==> src/common/tdo_pkg.sv <==
// Constants, register map and types for the touch detect output logic.
// Assumes a 40 MHz hclk and a 14-bit acquisition result per burst.
package tdo_pkg;

  localparam int unsigned CLK_HZ  = 40000000;
  localparam int unsigned CLK_MHZ = CLK_HZ / 1000000;

  // Times in their own units, then cycle counts derived from them.
  localparam int unsigned T_BURST_US      = 95000;
  localparam int unsigned T_CONFIRM_US    = 2000;
  localparam int unsigned T_HEALTH_US     = 350;
  localparam int unsigned T_PULSE_US      = 95000;
  localparam int unsigned T_TONE_US       = 95000;
  localparam int unsigned T_TONE_HALF_US  = 125;
  localparam longint unsigned T_TIMEOUT_SHORT_S = 10;
  localparam longint unsigned T_TIMEOUT_LONG_S  = 60;

  localparam logic [31:0] BURST_CYC     = 32'(T_BURST_US * CLK_MHZ);
  localparam logic [31:0] CONFIRM_CYC   = 32'(T_CONFIRM_US * CLK_MHZ);
  localparam logic [31:0] HEALTH_CYC    = 32'(T_HEALTH_US * CLK_MHZ);
  localparam logic [31:0] PULSE_CYC     = 32'(T_PULSE_US * CLK_MHZ);
  localparam logic [31:0] TONE_CYC      = 32'(T_TONE_US * CLK_MHZ);
  localparam logic [31:0] TONE_HALF_CYC = 32'(T_TONE_HALF_US * CLK_MHZ);
  localparam logic [31:0] TMO_SHORT_CYC = 32'(T_TIMEOUT_SHORT_S * 64'(CLK_HZ));
  localparam logic [31:0] TMO_LONG_CYC  = 32'(T_TIMEOUT_LONG_S * 64'(CLK_HZ));

  // Detection integrator.
  localparam logic [2:0] INTEG_FINAL = 3'h4;

  // Threshold offsets per gain; hysteresis is 17 percent of each.
  localparam logic [13:0] THR_HIGH  = 14'h000a;
  localparam logic [13:0] THR_MED   = 14'h0014;
  localparam logic [13:0] THR_LOW   = 14'h0028;
  localparam logic [13:0] HYST_HIGH = 14'((32'(THR_HIGH) * 17) / 100);
  localparam logic [13:0] HYST_MED  = 14'((32'(THR_MED) * 17) / 100);
  localparam logic [13:0] HYST_LOW  = 14'((32'(THR_LOW) * 17) / 100);

  // Gain strap codes.
  localparam logic [1:0] GAIN_OPEN  = 2'h0;
  localparam logic [1:0] GAIN_SNS_A = 2'h1;

  // Register byte offsets.
  localparam logic [3:0] ADDR_STATUS = 4'h0;
  localparam logic [3:0] ADDR_REF    = 4'h4;
  localparam logic [3:0] ADDR_SIGNAL = 4'h8;
  localparam logic [3:0] ADDR_DRIFT  = 4'hc;

  // Drift register fields and reset values.
  localparam int unsigned DRIFT_RISE_LSB = 0;
  localparam int unsigned DRIFT_FALL_LSB = 8;
  localparam logic [7:0] DRIFT_RISE_RST = 8'h01;
  localparam logic [7:0] DRIFT_FALL_RST = 8'h08;

  // Status register fields.
  localparam int unsigned ST_DETECT_BIT = 0;
  localparam int unsigned ST_OUT_BIT    = 1;
  localparam int unsigned ST_RECAL_BIT  = 2;
  localparam int unsigned ST_TONE_BIT   = 3;
  localparam int unsigned ST_INTEG_LSB  = 4;
  localparam int unsigned ST_MODE_LSB   = 8;
  localparam int unsigned ST_GAIN_LSB   = 12;

  typedef enum logic [1:0] {MODE_DC10, MODE_DC60, MODE_TOGGLE, MODE_PULSE} tdo_mode_t;
  typedef enum logic [1:0] {PH_WAIT, PH_HEALTH, PH_ACQ} tdo_phase_t;

endpackage

==> src/design/tdo_core.sv <==
// Touch detect output logic: burst sequencing, drift-compensated reference,
// detection integrator, obstruction timeout, output modes and AHB-Lite registers.
// Assumes hresetn is the power-up reset and the acquisition converter answers
// each acq_start pulse with one acq_done pulse carrying acq_result.
// Behaviour
// - Gain strap picks one of three threshold offsets.
// - Reference slews toward signal when not detecting.
// - Reference frozen while a detection is in effect.
// - Reference falls faster than it rises.
// - Threshold and hysteresis ride on the reference.
// - Release below threshold by 17 percent hysteresis.
// - Detection longer than timeout forces full recalibration.
// - Four successive detecting bursts activate the output.
// - Non-detecting burst clears integrator at once.
// - Bursts 95 ms apart, confirmations 2 ms apart.
// - Recalibration at power-up and after a timeout, no input.
// - Straps sampled only at power-up.
// - Mode straps select DC, toggle or pulse and timeout.
// - DC output follows detection, cleared by timeout.
// - Toggle inverts per detection, timeout keeps state.
// - Pulse mode emits one 95 ms pulse.
// - Pulse mode timeout fixed at 10 seconds.
// - No piezo tone in pulse mode.
// - Output tri-stated 350 us before every burst.
// - Tone of 95 ms across sense terminals.
// - Results from 14-bit converter under burst control.
//
// Added by the designer: the register addresses and register access over AHB-Lite.
`timescale 1ns/1ps
module tdo_core #(
  parameter logic [31:0] BURST_CYC     = tdo_pkg::BURST_CYC,
  parameter logic [31:0] CONFIRM_CYC   = tdo_pkg::CONFIRM_CYC,
  parameter logic [31:0] HEALTH_CYC    = tdo_pkg::HEALTH_CYC,
  parameter logic [31:0] PULSE_CYC     = tdo_pkg::PULSE_CYC,
  parameter logic [31:0] TONE_CYC      = tdo_pkg::TONE_CYC,
  parameter logic [31:0] TONE_HALF_CYC = tdo_pkg::TONE_HALF_CYC,
  parameter logic [31:0] TMO_SHORT_CYC = tdo_pkg::TMO_SHORT_CYC,
  parameter logic [31:0] TMO_LONG_CYC  = tdo_pkg::TMO_LONG_CYC
) (
  input  wire logic        hclk,
  input  wire logic        hresetn,
  input  wire logic        hsel,
  input  wire logic [31:0] haddr,
  input  wire logic [1:0]  htrans,
  input  wire logic        hwrite,
  input  wire logic [2:0]  hsize,
  input  wire logic [31:0] hwdata,
  input  wire logic        hready,
  output logic             hreadyout,
  output logic             hresp,
  output logic [31:0]      hrdata,
  input  wire logic [1:0]  gain_strap,
  input  wire logic        mode_strap_a,
  input  wire logic        mode_strap_b,
  output logic             acq_start,
  input  wire logic        acq_done,
  input  wire logic [13:0] acq_result,
  output logic             out_o,
  output logic             out_oe,
  output logic             sense_terminal_a,
  output logic             sense_terminal_b,
  output logic             sense_drive_en
);

  typedef struct packed {
    tdo_pkg::tdo_phase_t phase;
    logic [31:0]         cnt;
    logic                straps_done;
    logic [1:0]          gain;
    tdo_pkg::tdo_mode_t  mode;
    logic [13:0]         ref_lvl;
    logic [13:0]         sig;
    logic [2:0]          integ;
    logic                detect;
    logic                recal;
    logic [31:0]         det_cnt;
    logic                out;
    logic                oe;
    logic                start;
    logic [31:0]         pulse_cnt;
    logic [31:0]         tone_cnt;
    logic [31:0]         half_cnt;
    logic                tone_ph;
    logic                ahb_wr;
    logic [3:0]          ahb_addr;
    logic [31:0]         rdata;
    logic [7:0]          drift_rise;
    logic [7:0]          drift_fall;
  } tdo_state_t;

  tdo_state_t  st_r;
  tdo_state_t  st_nxt;
  logic [14:0] thr_lvl;
  logic [14:0] rel_lvl;
  logic        above;
  logic        tone_on;

  function automatic tdo_pkg::tdo_mode_t tdo_decode_mode(input logic a, input logic b);
    if (a && b)
      return tdo_pkg::MODE_DC10;
    else if (a)
      return tdo_pkg::MODE_DC60;
    else if (!b)
      return tdo_pkg::MODE_TOGGLE;
    else
      return tdo_pkg::MODE_PULSE;
  endfunction

  function automatic logic [13:0] tdo_thr(input logic [1:0] g, input logic hyst);
    if (g == tdo_pkg::GAIN_OPEN)
      return hyst ? tdo_pkg::HYST_HIGH : tdo_pkg::THR_HIGH;
    else if (g == tdo_pkg::GAIN_SNS_A)
      return hyst ? tdo_pkg::HYST_MED : tdo_pkg::THR_MED;
    else
      return hyst ? tdo_pkg::HYST_LOW : tdo_pkg::THR_LOW;
  endfunction

  // Threshold and release level are fixed offsets above the moving reference.
  assign thr_lvl = {1'b0, st_r.ref_lvl} + {1'b0, tdo_thr(st_r.gain, 1'b0)};
  assign rel_lvl = thr_lvl - {1'b0, tdo_thr(st_r.gain, 1'b1)};
  assign above   = {1'b0, acq_result} >= thr_lvl;
  assign tone_on = st_r.tone_cnt != 32'h0000_0000;

  always_comb
  begin
    logic [31:0] tmo;
    logic        new_det;
    logic [13:0] diff;
    logic [31:0] rd;
    tmo     = (st_r.mode == tdo_pkg::MODE_DC60) ? TMO_LONG_CYC : TMO_SHORT_CYC;
    new_det = 1'b0;
    diff    = 14'h0000;
    rd      = 32'h0000_0000;
    st_nxt  = st_r;
    st_nxt.start = 1'b0;

    // Straps are caught once after power-up and never again.
    if (!st_r.straps_done)
    begin
      st_nxt.straps_done = 1'b1;
      st_nxt.gain        = gain_strap;
      st_nxt.mode        = tdo_decode_mode(mode_strap_a, mode_strap_b);
    end

    // Burst sequencer: wait, health window, then one conversion.
    unique case (st_r.phase)
      tdo_pkg::PH_WAIT:
      begin
        if (st_r.cnt <= 32'h0000_0001)
        begin
          st_nxt.phase = tdo_pkg::PH_HEALTH;
          st_nxt.cnt   = HEALTH_CYC;
        end
        else
          st_nxt.cnt = st_r.cnt - 32'h0000_0001;
      end
      tdo_pkg::PH_HEALTH:
      begin
        if (st_r.cnt <= 32'h0000_0001)
        begin
          st_nxt.phase = tdo_pkg::PH_ACQ;
          st_nxt.start = 1'b1;
        end
        else
          st_nxt.cnt = st_r.cnt - 32'h0000_0001;
      end
      tdo_pkg::PH_ACQ:
      begin
        if (acq_done)
        begin
          st_nxt.phase = tdo_pkg::PH_WAIT;
          st_nxt.sig   = acq_result;
          if (st_r.recal)
          begin
            // Full recalibration: reference snaps to the present signal.
            st_nxt.ref_lvl = acq_result;
            st_nxt.recal   = 1'b0;
            st_nxt.integ   = 3'h0;
          end
          else if (st_r.detect)
          begin
            if ({1'b0, acq_result} < rel_lvl)
            begin
              st_nxt.detect = 1'b0;
              st_nxt.integ  = 3'h0;
            end
          end
          else if (above)
          begin
            st_nxt.integ = st_r.integ + 3'h1;
            if (st_r.integ + 3'h1 == tdo_pkg::INTEG_FINAL)
            begin
              st_nxt.detect = 1'b1;
              new_det       = 1'b1;
            end
          end
          else
          begin
            st_nxt.integ = 3'h0;
            // Rising drift is slow so an approaching finger is not absorbed.
            if (acq_result > st_r.ref_lvl)
            begin
              diff = acq_result - st_r.ref_lvl;
              st_nxt.ref_lvl = st_r.ref_lvl +
                ((diff > 14'(st_r.drift_rise)) ? 14'(st_r.drift_rise) : diff);
            end
            else
            begin
              diff = st_r.ref_lvl - acq_result;
              st_nxt.ref_lvl = st_r.ref_lvl -
                ((diff > 14'(st_r.drift_fall)) ? 14'(st_r.drift_fall) : diff);
            end
          end
          // Confirmation bursts follow quickly; otherwise the slow cadence.
          if (st_nxt.integ != 3'h0 && !st_nxt.detect)
            st_nxt.cnt = CONFIRM_CYC;
          else
            st_nxt.cnt = BURST_CYC;
        end
      end
    endcase
    st_nxt.oe = st_nxt.phase != tdo_pkg::PH_HEALTH;

    // Obstruction timer runs only while a detection is in effect.
    if (st_r.detect && st_nxt.detect)
    begin
      if (st_r.det_cnt >= tmo - 32'h0000_0001)
      begin
        st_nxt.detect  = 1'b0;
        st_nxt.recal   = 1'b1;
        st_nxt.integ   = 3'h0;
        st_nxt.det_cnt = 32'h0000_0000;
      end
      else
        st_nxt.det_cnt = st_r.det_cnt + 32'h0000_0001;
    end
    else
      st_nxt.det_cnt = 32'h0000_0000;

    // Output modes.
    unique case (st_r.mode)
      tdo_pkg::MODE_DC10, tdo_pkg::MODE_DC60:
        st_nxt.out = st_nxt.detect;
      tdo_pkg::MODE_TOGGLE:
      begin
        if (new_det)
          st_nxt.out = !st_r.out;
      end
      tdo_pkg::MODE_PULSE:
      begin
        if (new_det)
        begin
          st_nxt.out       = 1'b1;
          st_nxt.pulse_cnt = PULSE_CYC;
        end
        else if (st_r.pulse_cnt > 32'h0000_0001)
          st_nxt.pulse_cnt = st_r.pulse_cnt - 32'h0000_0001;
        else
        begin
          st_nxt.pulse_cnt = 32'h0000_0000;
          st_nxt.out       = 1'b0;
        end
      end
    endcase

    // Piezo tone: antiphase square wave across the two sense terminals.
    if (new_det && st_r.mode != tdo_pkg::MODE_PULSE)
    begin
      st_nxt.tone_cnt = TONE_CYC;
      st_nxt.half_cnt = TONE_HALF_CYC;
      st_nxt.tone_ph  = 1'b1;
    end
    else if (tone_on)
    begin
      st_nxt.tone_cnt = st_r.tone_cnt - 32'h0000_0001;
      if (st_r.half_cnt <= 32'h0000_0001)
      begin
        st_nxt.half_cnt = TONE_HALF_CYC;
        st_nxt.tone_ph  = !st_r.tone_ph;
      end
      else
        st_nxt.half_cnt = st_r.half_cnt - 32'h0000_0001;
    end

    // AHB-Lite slave: read data is prepared at the address phase edge.
    st_nxt.ahb_wr = 1'b0;
    if (st_r.ahb_wr && st_r.ahb_addr == tdo_pkg::ADDR_DRIFT)
    begin
      st_nxt.drift_rise = hwdata[tdo_pkg::DRIFT_RISE_LSB +: 8];
      st_nxt.drift_fall = hwdata[tdo_pkg::DRIFT_FALL_LSB +: 8];
    end
    if (hsel && htrans[1] && hready)
    begin
      st_nxt.ahb_wr   = hwrite;
      st_nxt.ahb_addr = haddr[3:0];
      unique case (haddr[3:0])
        tdo_pkg::ADDR_STATUS:
        begin
          rd[tdo_pkg::ST_DETECT_BIT]     = st_r.detect;
          rd[tdo_pkg::ST_OUT_BIT]        = st_r.out;
          rd[tdo_pkg::ST_RECAL_BIT]      = st_r.recal;
          rd[tdo_pkg::ST_TONE_BIT]       = tone_on;
          rd[tdo_pkg::ST_INTEG_LSB +: 3] = st_r.integ;
          rd[tdo_pkg::ST_MODE_LSB +: 2]  = st_r.mode;
          rd[tdo_pkg::ST_GAIN_LSB +: 2]  = st_r.gain;
        end
        tdo_pkg::ADDR_REF:    rd[13:0] = st_r.ref_lvl;
        tdo_pkg::ADDR_SIGNAL: rd[13:0] = st_r.sig;
        tdo_pkg::ADDR_DRIFT:
        begin
          rd[tdo_pkg::DRIFT_RISE_LSB +: 8] = st_r.drift_rise;
          rd[tdo_pkg::DRIFT_FALL_LSB +: 8] = st_r.drift_fall;
        end
        default: rd = 32'h0000_0000;
      endcase
      st_nxt.rdata = rd;
    end
  end

  always_ff @(posedge hclk or negedge hresetn)
  begin
    if (!hresetn)
    begin
      st_r            <= '0;
      st_r.phase      <= tdo_pkg::PH_WAIT;
      st_r.cnt        <= 32'h0000_0001;
      st_r.mode       <= tdo_pkg::MODE_DC10;
      st_r.recal      <= 1'b1;
      st_r.oe         <= 1'b1;
      st_r.drift_rise <= tdo_pkg::DRIFT_RISE_RST;
      st_r.drift_fall <= tdo_pkg::DRIFT_FALL_RST;
    end
    else
      st_r <= st_nxt;
  end

  assign hreadyout        = 1'b1;
  assign hresp            = 1'b0;
  assign hrdata           = st_r.rdata;
  assign acq_start        = st_r.start;
  assign out_o            = st_r.out;
  assign out_oe           = st_r.oe;
  assign sense_drive_en   = tone_on;
  assign sense_terminal_a = tone_on & st_r.tone_ph;
  assign sense_terminal_b = tone_on & !st_r.tone_ph;

  // A burst must follow a tri-state window, and the output only returns with it.
  AST_HEALTH_BEFORE_BURST: assert property (@(posedge hclk) disable iff (!hresetn)
    $rose(st_r.oe) |-> acq_start && $past(st_r.phase) == tdo_pkg::PH_HEALTH)
    else $error("output re-enabled without a burst start");
  AST_REF_FROZEN: assert property (@(posedge hclk) disable iff (!hresetn)
    $past(st_r.detect) && st_r.detect |-> $stable(st_r.ref_lvl))
    else $error("reference moved during detection");
  AST_FOUR_TO_DETECT: assert property (@(posedge hclk) disable iff (!hresetn)
    $rose(st_r.detect) |-> $past(st_r.integ) == 3'h3 && st_r.integ == 3'h4)
    else $error("detection without four confirming bursts");
  AST_INTEG_CLEAR: assert property (@(posedge hclk) disable iff (!hresetn)
    st_r.phase == tdo_pkg::PH_ACQ && acq_done && !above && !st_r.detect
    |=> st_r.integ == 3'h0)
    else $error("integrator not cleared by non-detecting burst");
  AST_DC_FOLLOWS: assert property (@(posedge hclk) disable iff (!hresetn)
    st_r.straps_done && (st_r.mode == tdo_pkg::MODE_DC10 || st_r.mode == tdo_pkg::MODE_DC60)
    |=> out_o == st_r.detect)
    else $error("DC output differs from detection");
  AST_PULSE_SILENT: assert property (@(posedge hclk) disable iff (!hresetn)
    st_r.straps_done && st_r.mode == tdo_pkg::MODE_PULSE |-> !sense_drive_en)
    else $error("tone driven in pulse mode");
  AST_STRAPS_HELD: assert property (@(posedge hclk) disable iff (!hresetn)
    $past(st_r.straps_done) |-> $stable(st_r.mode) && $stable(st_r.gain))
    else $error("strap setting changed after power-up");
  AST_RISE_SLEW: assert property (@(posedge hclk) disable iff (!hresetn)
    st_r.ref_lvl > $past(st_r.ref_lvl) && !$past(st_r.recal)
    |-> st_r.ref_lvl - $past(st_r.ref_lvl) <= 14'($past(st_r.drift_rise)))
    else $error("reference rose faster than the rise step");
  AST_TIMEOUT_BOUND: assert property (@(posedge hclk) disable iff (!hresetn)
    st_r.detect |->
    st_r.det_cnt < ((st_r.mode == tdo_pkg::MODE_DC60) ? TMO_LONG_CYC : TMO_SHORT_CYC))
    else $error("detection outlived the timeout");
  AST_TOGGLE_FLIP: assert property (@(posedge hclk) disable iff (!hresetn)
    st_r.mode == tdo_pkg::MODE_TOGGLE && $rose(st_r.detect) |-> out_o != $past(out_o))
    else $error("toggle output did not invert on detection");

  COV_DETECT: cover property (@(posedge hclk) disable iff (!hresetn) $rose(st_r.detect));
  COV_TIMEOUT: cover property (@(posedge hclk) disable iff (!hresetn) $rose(st_r.recal));
  COV_TONE: cover property (@(posedge hclk) disable iff (!hresetn) $rose(sense_drive_en));
  COV_DRIFT_WRITE: cover property (@(posedge hclk) disable iff (!hresetn)
    st_r.ahb_wr && st_r.ahb_addr == tdo_pkg::ADDR_DRIFT);

endmodule

==> config.mk <==
export PLATFORM = sky130hd
export DESIGN_NAME = tdo_core
export DESIGN_NICKNAME = d
export VERILOG_FILES = /design/src/common/tdo_pkg.sv /design/src/design/tdo_core.sv
export SDC_FILE = /design/constraint.sdc
export NUM_CORES = 1
export LEC_CHECK = 0
export BUFFER_PORTS_ARGS = -buffer_cell sky130_fd_sc_hd__buf_2
export CAP_MARGIN = 10
export CORE_MARGIN = 4
export CORE_UTILIZATION = 62
export DETAILED_ROUTE_END_ITERATION = 16
export PLACE_DENSITY = 0.82
export SLEW_MARGIN = 20
export SYNTH_ARGS = -nofsm -noshare
export SYNTH_HDL_FRONTEND = slang
export SYNTH_SLANG_ARGS = --single-unit
==> constraint.sdc <==
create_clock -name hclk -period 8.2 [get_ports hclk]
set_clock_uncertainty 0.1 [all_clocks]
set_input_delay 0.41 -clock hclk [delete_from_list [all_inputs] [get_ports hclk]]
set_output_delay 0.41 -clock hclk [all_outputs]
set_load 0.05 [all_outputs]
Word-level counts from Yosys, hierarchy flattened

Cells that the tools add are included.

Bits of input ports: 93
Memories kept: 0
Bits in read-only memories: 0
Bits in latches: 0
Memory bits (writable): 0
Output and inout bits: 40
Register bits: 241

$add $sub $neg: 13
Multiply operators: 0
Order comparisons: 9
Shift-type cells: 0
Muxes and demuxes: 61
Bitwise operators: 2
Equal/unequal tests: 19
Reduce and logical (&&, ||, !) cells: 24
Div/mod/pow operators: 0

Operators by type and width:

| cell                                                            | count |
|---|---|
| 2-to-1 mux 32 bit                                               | 8 |
| subtractor 32 x 1 -> 32 bit (second input constant)             | 5 |
| 2-to-1 mux 65 bit                                               | 2 |
| case mux 34 bit (3 select lines)                                | 1 |
| 2-to-1 mux 14 bit                                               | 7 |
| <= comparator 32 x 1 -> 1 bit (second input constant)           | 2 |
| subtractor 14 bit                                               | 3 |
| 2-to-1 mux 37 bit                                               | 1 |
| 2-to-1 mux 34 bit                                               | 1 |
| adder 32 x 1 -> 32 bit (second input constant)                  | 1 |
| greater-or-equal comparator 32 bit                              | 1 |
| greater-than comparator 32 x 1 -> 1 bit (second input constant) | 1 |
| nonzero test 32 bit                                             | 1 |
| greater-than comparator 14 x 8 -> 1 bit                         | 2 |
| case mux 7 bit (4 select lines)                                 | 1 |
| 2-to-1 mux 22 bit                                               | 1 |
| 2-to-1 mux 5 bit                                                | 4 |
| 2-to-1 mux 3 bit                                                | 6 |
| 2-to-1 mux 1 bit                                                | 16 |
| case mux 2 bit (4 select lines)                                 | 2 |
| adder 14 x 14 -> 15 bit                                         | 1 |
| greater-or-equal comparator 14 x 15 -> 1 bit                    | 1 |
| less-than comparator 14 x 15 -> 1 bit                           | 1 |
| subtractor 15 x 14 -> 15 bit                                    | 1 |
| other kinds (26)                                                | 58 |

Logic depth before layout (Yosys ltp)

Word-level depth: 17
Gate-level depth with buffers: 33
Depth with buffers taken out: 32

Least setup slack after synthesis

Ideal clock, no wire load.

Path kind: register -> register
From: reg st_r[205] (netlist name)
To: reg st_r[216] (netlist name)
Data required time: 7.975 ns
Buffers on the path: 2
Path slack: 1.740 ns
Cell stages (with the launch flop): 32
Data arrival time: 6.235 ns
Cells stage by stage: dfrtp_1 clkbuf_1 inv_1 ha_1 o21ba_2 nor3_1 o21ai_0 xor2_1 ha_1 or3_1 a211oi_1 a221oi_1 a2111oi_0 nand4_1 clkbuf_1 a21oi_1 ha_1 inv_1 nor3_1 xor2_1 o211ai_1 o21ai_0 ha_1 inv_1 o21bai_1 a31oi_1 nor2b_1 o31a_1 o41ai_1 xor2_1 o21ai_0 mux2_2

Cells in the longest elaborated chain, start to end: 8
Elaborated cells on any way between the ends: 17
Those cells by class: 5 x add/sub; 4 x order compare; 1 x eq/ne; 6 x mux; 1 x reduce/logical

Ends and longest elaborated chain:

| item                                                       | line                             | source |
|---|---|---|
| start: declaration                                         | tdo_core.sv:91                   | `tdo_state_t st_r;` |
| start signal: assignment                                   | tdo_core.sv:334                  | `st_r <= st_nxt;` |
| subtractor 14 bit (on tied branches)                       | tdo_core.sv:209, tdo_core.sv:203 |  |
| greater-than comparator 14 x 8 -> 1 bit (on tied branches) | tdo_core.sv:211, tdo_core.sv:205 |  |
| 2-to-1 mux 14 bit (on tied branches)                       | tdo_core.sv:211, tdo_core.sv:205 |  |
| subtractor 14 bit or adder 14 bit (tied branches)          | tdo_core.sv:210, tdo_core.sv:204 |  |
| 2-to-1 mux 14 bit                                          | tdo_core.sv:201                  | `if (acq_result > st_r.ref_lvl)` |
| 2-to-1 mux 14 bit                                          | tdo_core.sv:188                  | `else if (above)` |
| 2-to-1 mux 14 bit                                          | tdo_core.sv:180                  | `else if (st_r.detect)` |
| 2-to-1 mux 14 bit                                          | tdo_core.sv:173                  | `if (st_r.recal)` |

Several ways; a longest one is shown, not always the timed one. The select of a mux whose other input is x is not followed.
A chain may end at the register's enable or synchronous reset.

Worst setup path in the final report

From: reg st_r[205] (netlist name)
To: reg st_r[217] (netlist name)

Same word-level chain as after synthesis.

==> impl_metrics.csv <==
group,metric,value,unit
die,core_area,0.0269,sq mm
hold_path,hold-path-endpoint,"st_r[12]$_DFFE_PN0P_",
clocking,clockBufferDepth,3,
placed_design,finalWeightedCongestion,0.936,
hold_path,worstHoldPathType,"input pin to register",
synthesis,ys_ff_latch,241,
route,drc_errors,0,
sta,maxSlewViolCount,0,
critical_path,cp-start-kind,"register",
pwr,ir_drop,0.160,mV
critical_path,r2r-end,"st_r[217]$_DFFE_PN0P_",
flow_run,cap_violations,0,
sta,setup_viol,0,
sta,min_period_over_period,0.903,
route,wl,42400,microns
placed_design,dp_hpwl,30300,microns
clocking,insertion_delay,530,ps
sta,rsz0062_at_grt,"false",
synthesis,yosysSeqAreaShare,0.357,
critical_path,crit_buf_inv,2,
hold_path,hold_depth,3,
die,die-area,0.0300,sq mm
synthesis,synth_edf_count,0,
synthesis,yosysWarnings,0,
global_route,grtUsageTotal,0.276,
sta,period_needed,7400,ps
die,fp-row-count,60,
layout,fill_cells,2144,
clocking,cts_tree,"done",
layout,diodes,0,
route,wl_per_cell,18.3,microns
placed_design,dpl_cell_area,0.0173,sq mm
critical_path,path_common_cell,"ha_1",
synthesis,synthTopCellsByArea,"dfrtp_1 (35%), ha_1 (7.8%), o21ai_0 (4.4%)",
critical_path,cpMaxStageDelayCell,"dfrtp_1",
global_route,overflow,0,
critical_path,cp_top_family,"compound AO/OA/AOI/OAI gates",
layout,fin_nets,2160,
layout,finalInstanceArea,0.0182,sq mm
synthesis,syn_area,0.0169,sq mm
synthesis,syn-mean-instance-area,8.67,sq um
global_route,grt_pass1_vias,13842,
sta,clock.fmax,0.135,GHz
critical_path,max_stage_delay,680,ps
critical_path,r2r_cells,28,
sta,final.setup.tns,0,ps
layout,area_delta_synth_final,7.86,%
route,drtIter0Drc,1274,
critical_path,r2r_start,"st_r[205]$_DFFE_PN0P_",
run_status,run_status,"finished, final reports clean",
route,via_per_inst,6.36,
synthesis,synth.most_common_cell,"dfrtp_1",
critical_path,worst_setup_path_end_kind,"register",
synthesis,netlist_instances,1948,
sta,slew_headroom,0.194,
synthesis,synth.top_cells.by_count,"dfrtp_1 (236), nor2_1 (183), nand2_1 (168), o21ai_0 (147), a21oi_1 (127)",
layout,layout-drive-gt1-share,0.103,
placed_design,port-buffer-count,66,
global_route,grt_antenna_before_repair,2,
clocking,htree_num_levels,1,
route,route.vias.total,14764,
clocking,clkSlewWorstSetupHoldPaths,60,ps
critical_path,critical_path_class,"register to register",
clocking,cts-root-buf,"clkbuf_16",
sta,hold_viol_final,0,
die,dieHeight,173,microns
critical_path,required,8500,ps
clocking,cts_sinks,241,
pwr,leakage,7.86,nW
clocking,cts_setup_buffers,0,
layout,fin_util,0.678,
global_route,grt_max_degree,85,
synthesis,synth_cell_type_count,87,
clocking,cts_buffers,26,
synthesis,synthArstFlopShare,1.00,
die,die_w,173,microns
critical_path,reg2reg_slack,800,ps
critical_path,cp_max_fo,15,
sta,worst_pin_slew,1190,ps
die,initial_core_util,0.629,
hold_path,worstHoldStart,"hwdata[4]",
die,ios,133,
pwr,powerDensity,172,mW/mm^2
route,dr.pass1.iters,6,
route,drtAntennaViolNets,0,
synthesis,synth_top_area_cell,"dfrtp_1",
global_route,grt_first_pass_wirelength,70300,microns
synthesis,synth.top_cell.area_share,0.350,
synthesis,synthFlopType,"dfrtp_1",
critical_path,cp.arrival,7710,ps
## state kept, by name (all words and copies together), names as in the netlist
name and count:
acq_start 1, out_oe 1, hrdata 16, st_r 222, out_o 1
## worst reg2reg max path, delay by kind of cell, from the launching register on
kind / cells / cell delay (ps)
muxes: 1 / 130
AOI/OAI and AO/OA: 12 / 2890
xor gates and xnor gates: 3 / 590
DFF: 1 / 680
buffers and inverters: 2 / 340
adders and majority gates: 4 / 1230
and+or+nand+nor: 6 / 1310
## routing by layer
layer | part of all wire | track usage | vias up
met5 | 0.00064 | 0 | -
met4 | 0.031 | 0.0851 | 4
met3 | 0.068 | 0.0404 | 102
met2 | 0.47 | 0.452 | 505
met1 | 0.43 | 0.382 | 7164
li1 | - | - | 6989
## worst max-delay path by stage
| stage | start | to | slack (ps) | cells after the start |
|---|---|---|---|---|
| CTS | st_r[205]$_DFFE_PN0P_ | st_r[217]$_DFFE_PN0P_ | 910 | 28 |
| detailed placement | acq_result[1] | st_r[217]$_DFFE_PN0P_ | 940 | 30 |
| global placement | acq_result[1] | st_r[216]$_DFFE_PN0P_ | 1060 | 32 |
| finish | st_r[205]$_DFFE_PN0P_ | st_r[217]$_DFFE_PN0P_ | 800 | 28 |
| global route | st_r[205]$_DFFE_PN0P_ | st_r[217]$_DFFE_PN0P_ | 200 | 28 |
| floorplan | st_r[205]$_DFFE_PN0P_ | st_r[216]$_DFFE_PN0P_ | 1740 | 31 |
## through the flow
step                total power [W]  hold WS [ps]  worst slack, ps  instances
floorplan                   0.00178          14.4             1740       1965
global placement            0.00193           356             1060       2263
detailed placement          0.00195           349              939       2263
CTS                         0.00314         0.422              914       2320
global route                0.00329          14.8              196       2320
finish                      0.00314          12.1              797       2320
## kinds of logic (layout without fill, tap and decap cells)
| family | after synthesis | after routing | share of synthesized area |
|---|---|---|---|
| xor+xnor | 130 | 130 | 0.0682 |
| compound gates | 487 | 487 | 0.181 |
| buf+inv | 211 | 225 | 0.0556 |
| simple gates | 716 | 716 | 0.214 |
| other cells | 2 | 19 | 0.000445 |
| fa+ha+maj | 109 | 109 | 0.0819 |
| mux | 52 | 52 | 0.0408 |
| flops | 241 | 241 | 0.357 |
## what timing repair did
| item | CTS | global route |
|---|---|---|
| resized for setup | 0 | 0 |
| hold buffers | 9 | 0 |
| endpoints found under the setup margin | 0 | 0 |
| endpoints found under the hold margin | 89 | 0 |
## layout by cell type (no fill, tap or decap), types with 26 or more instances in the layout
master     count
a21oi_1      125
buf_2         65
clkbuf_16     27
dfrtp_1      236
ha_1         105
inv_1         84
nand2_1      168
nand3_1       56
nor2_1       183
nor3_1        64
o21ai_0      147
o31ai_1       26
or3_1         40
or4_1         35
xnor2_1       67
xor2_1        62
## where the power goes
group          switching [W]  internal [W]  leakage (nW)  total [W]
sequential         0.0000732       0.00125          2.92    0.00132
clock               0.000473      0.000713         0.418    0.00119
combinational       0.000389      0.000243          4.52   0.000632
total               0.000935       0.00220          7.86    0.00314
## final cells by class
class	instances	area [sq um]	share of cell area
clock buffers	43	786	0.0431
inverters	84	315	0.0173
clock inverters	5	77.6	0.00426
multi-input cells	1513	10000	0.549
well taps	341	427	0.0234
repair buffers	93	569	0.0312
flip-flops and latches	241	6040	0.331
(Power assumes the default switching activity.)
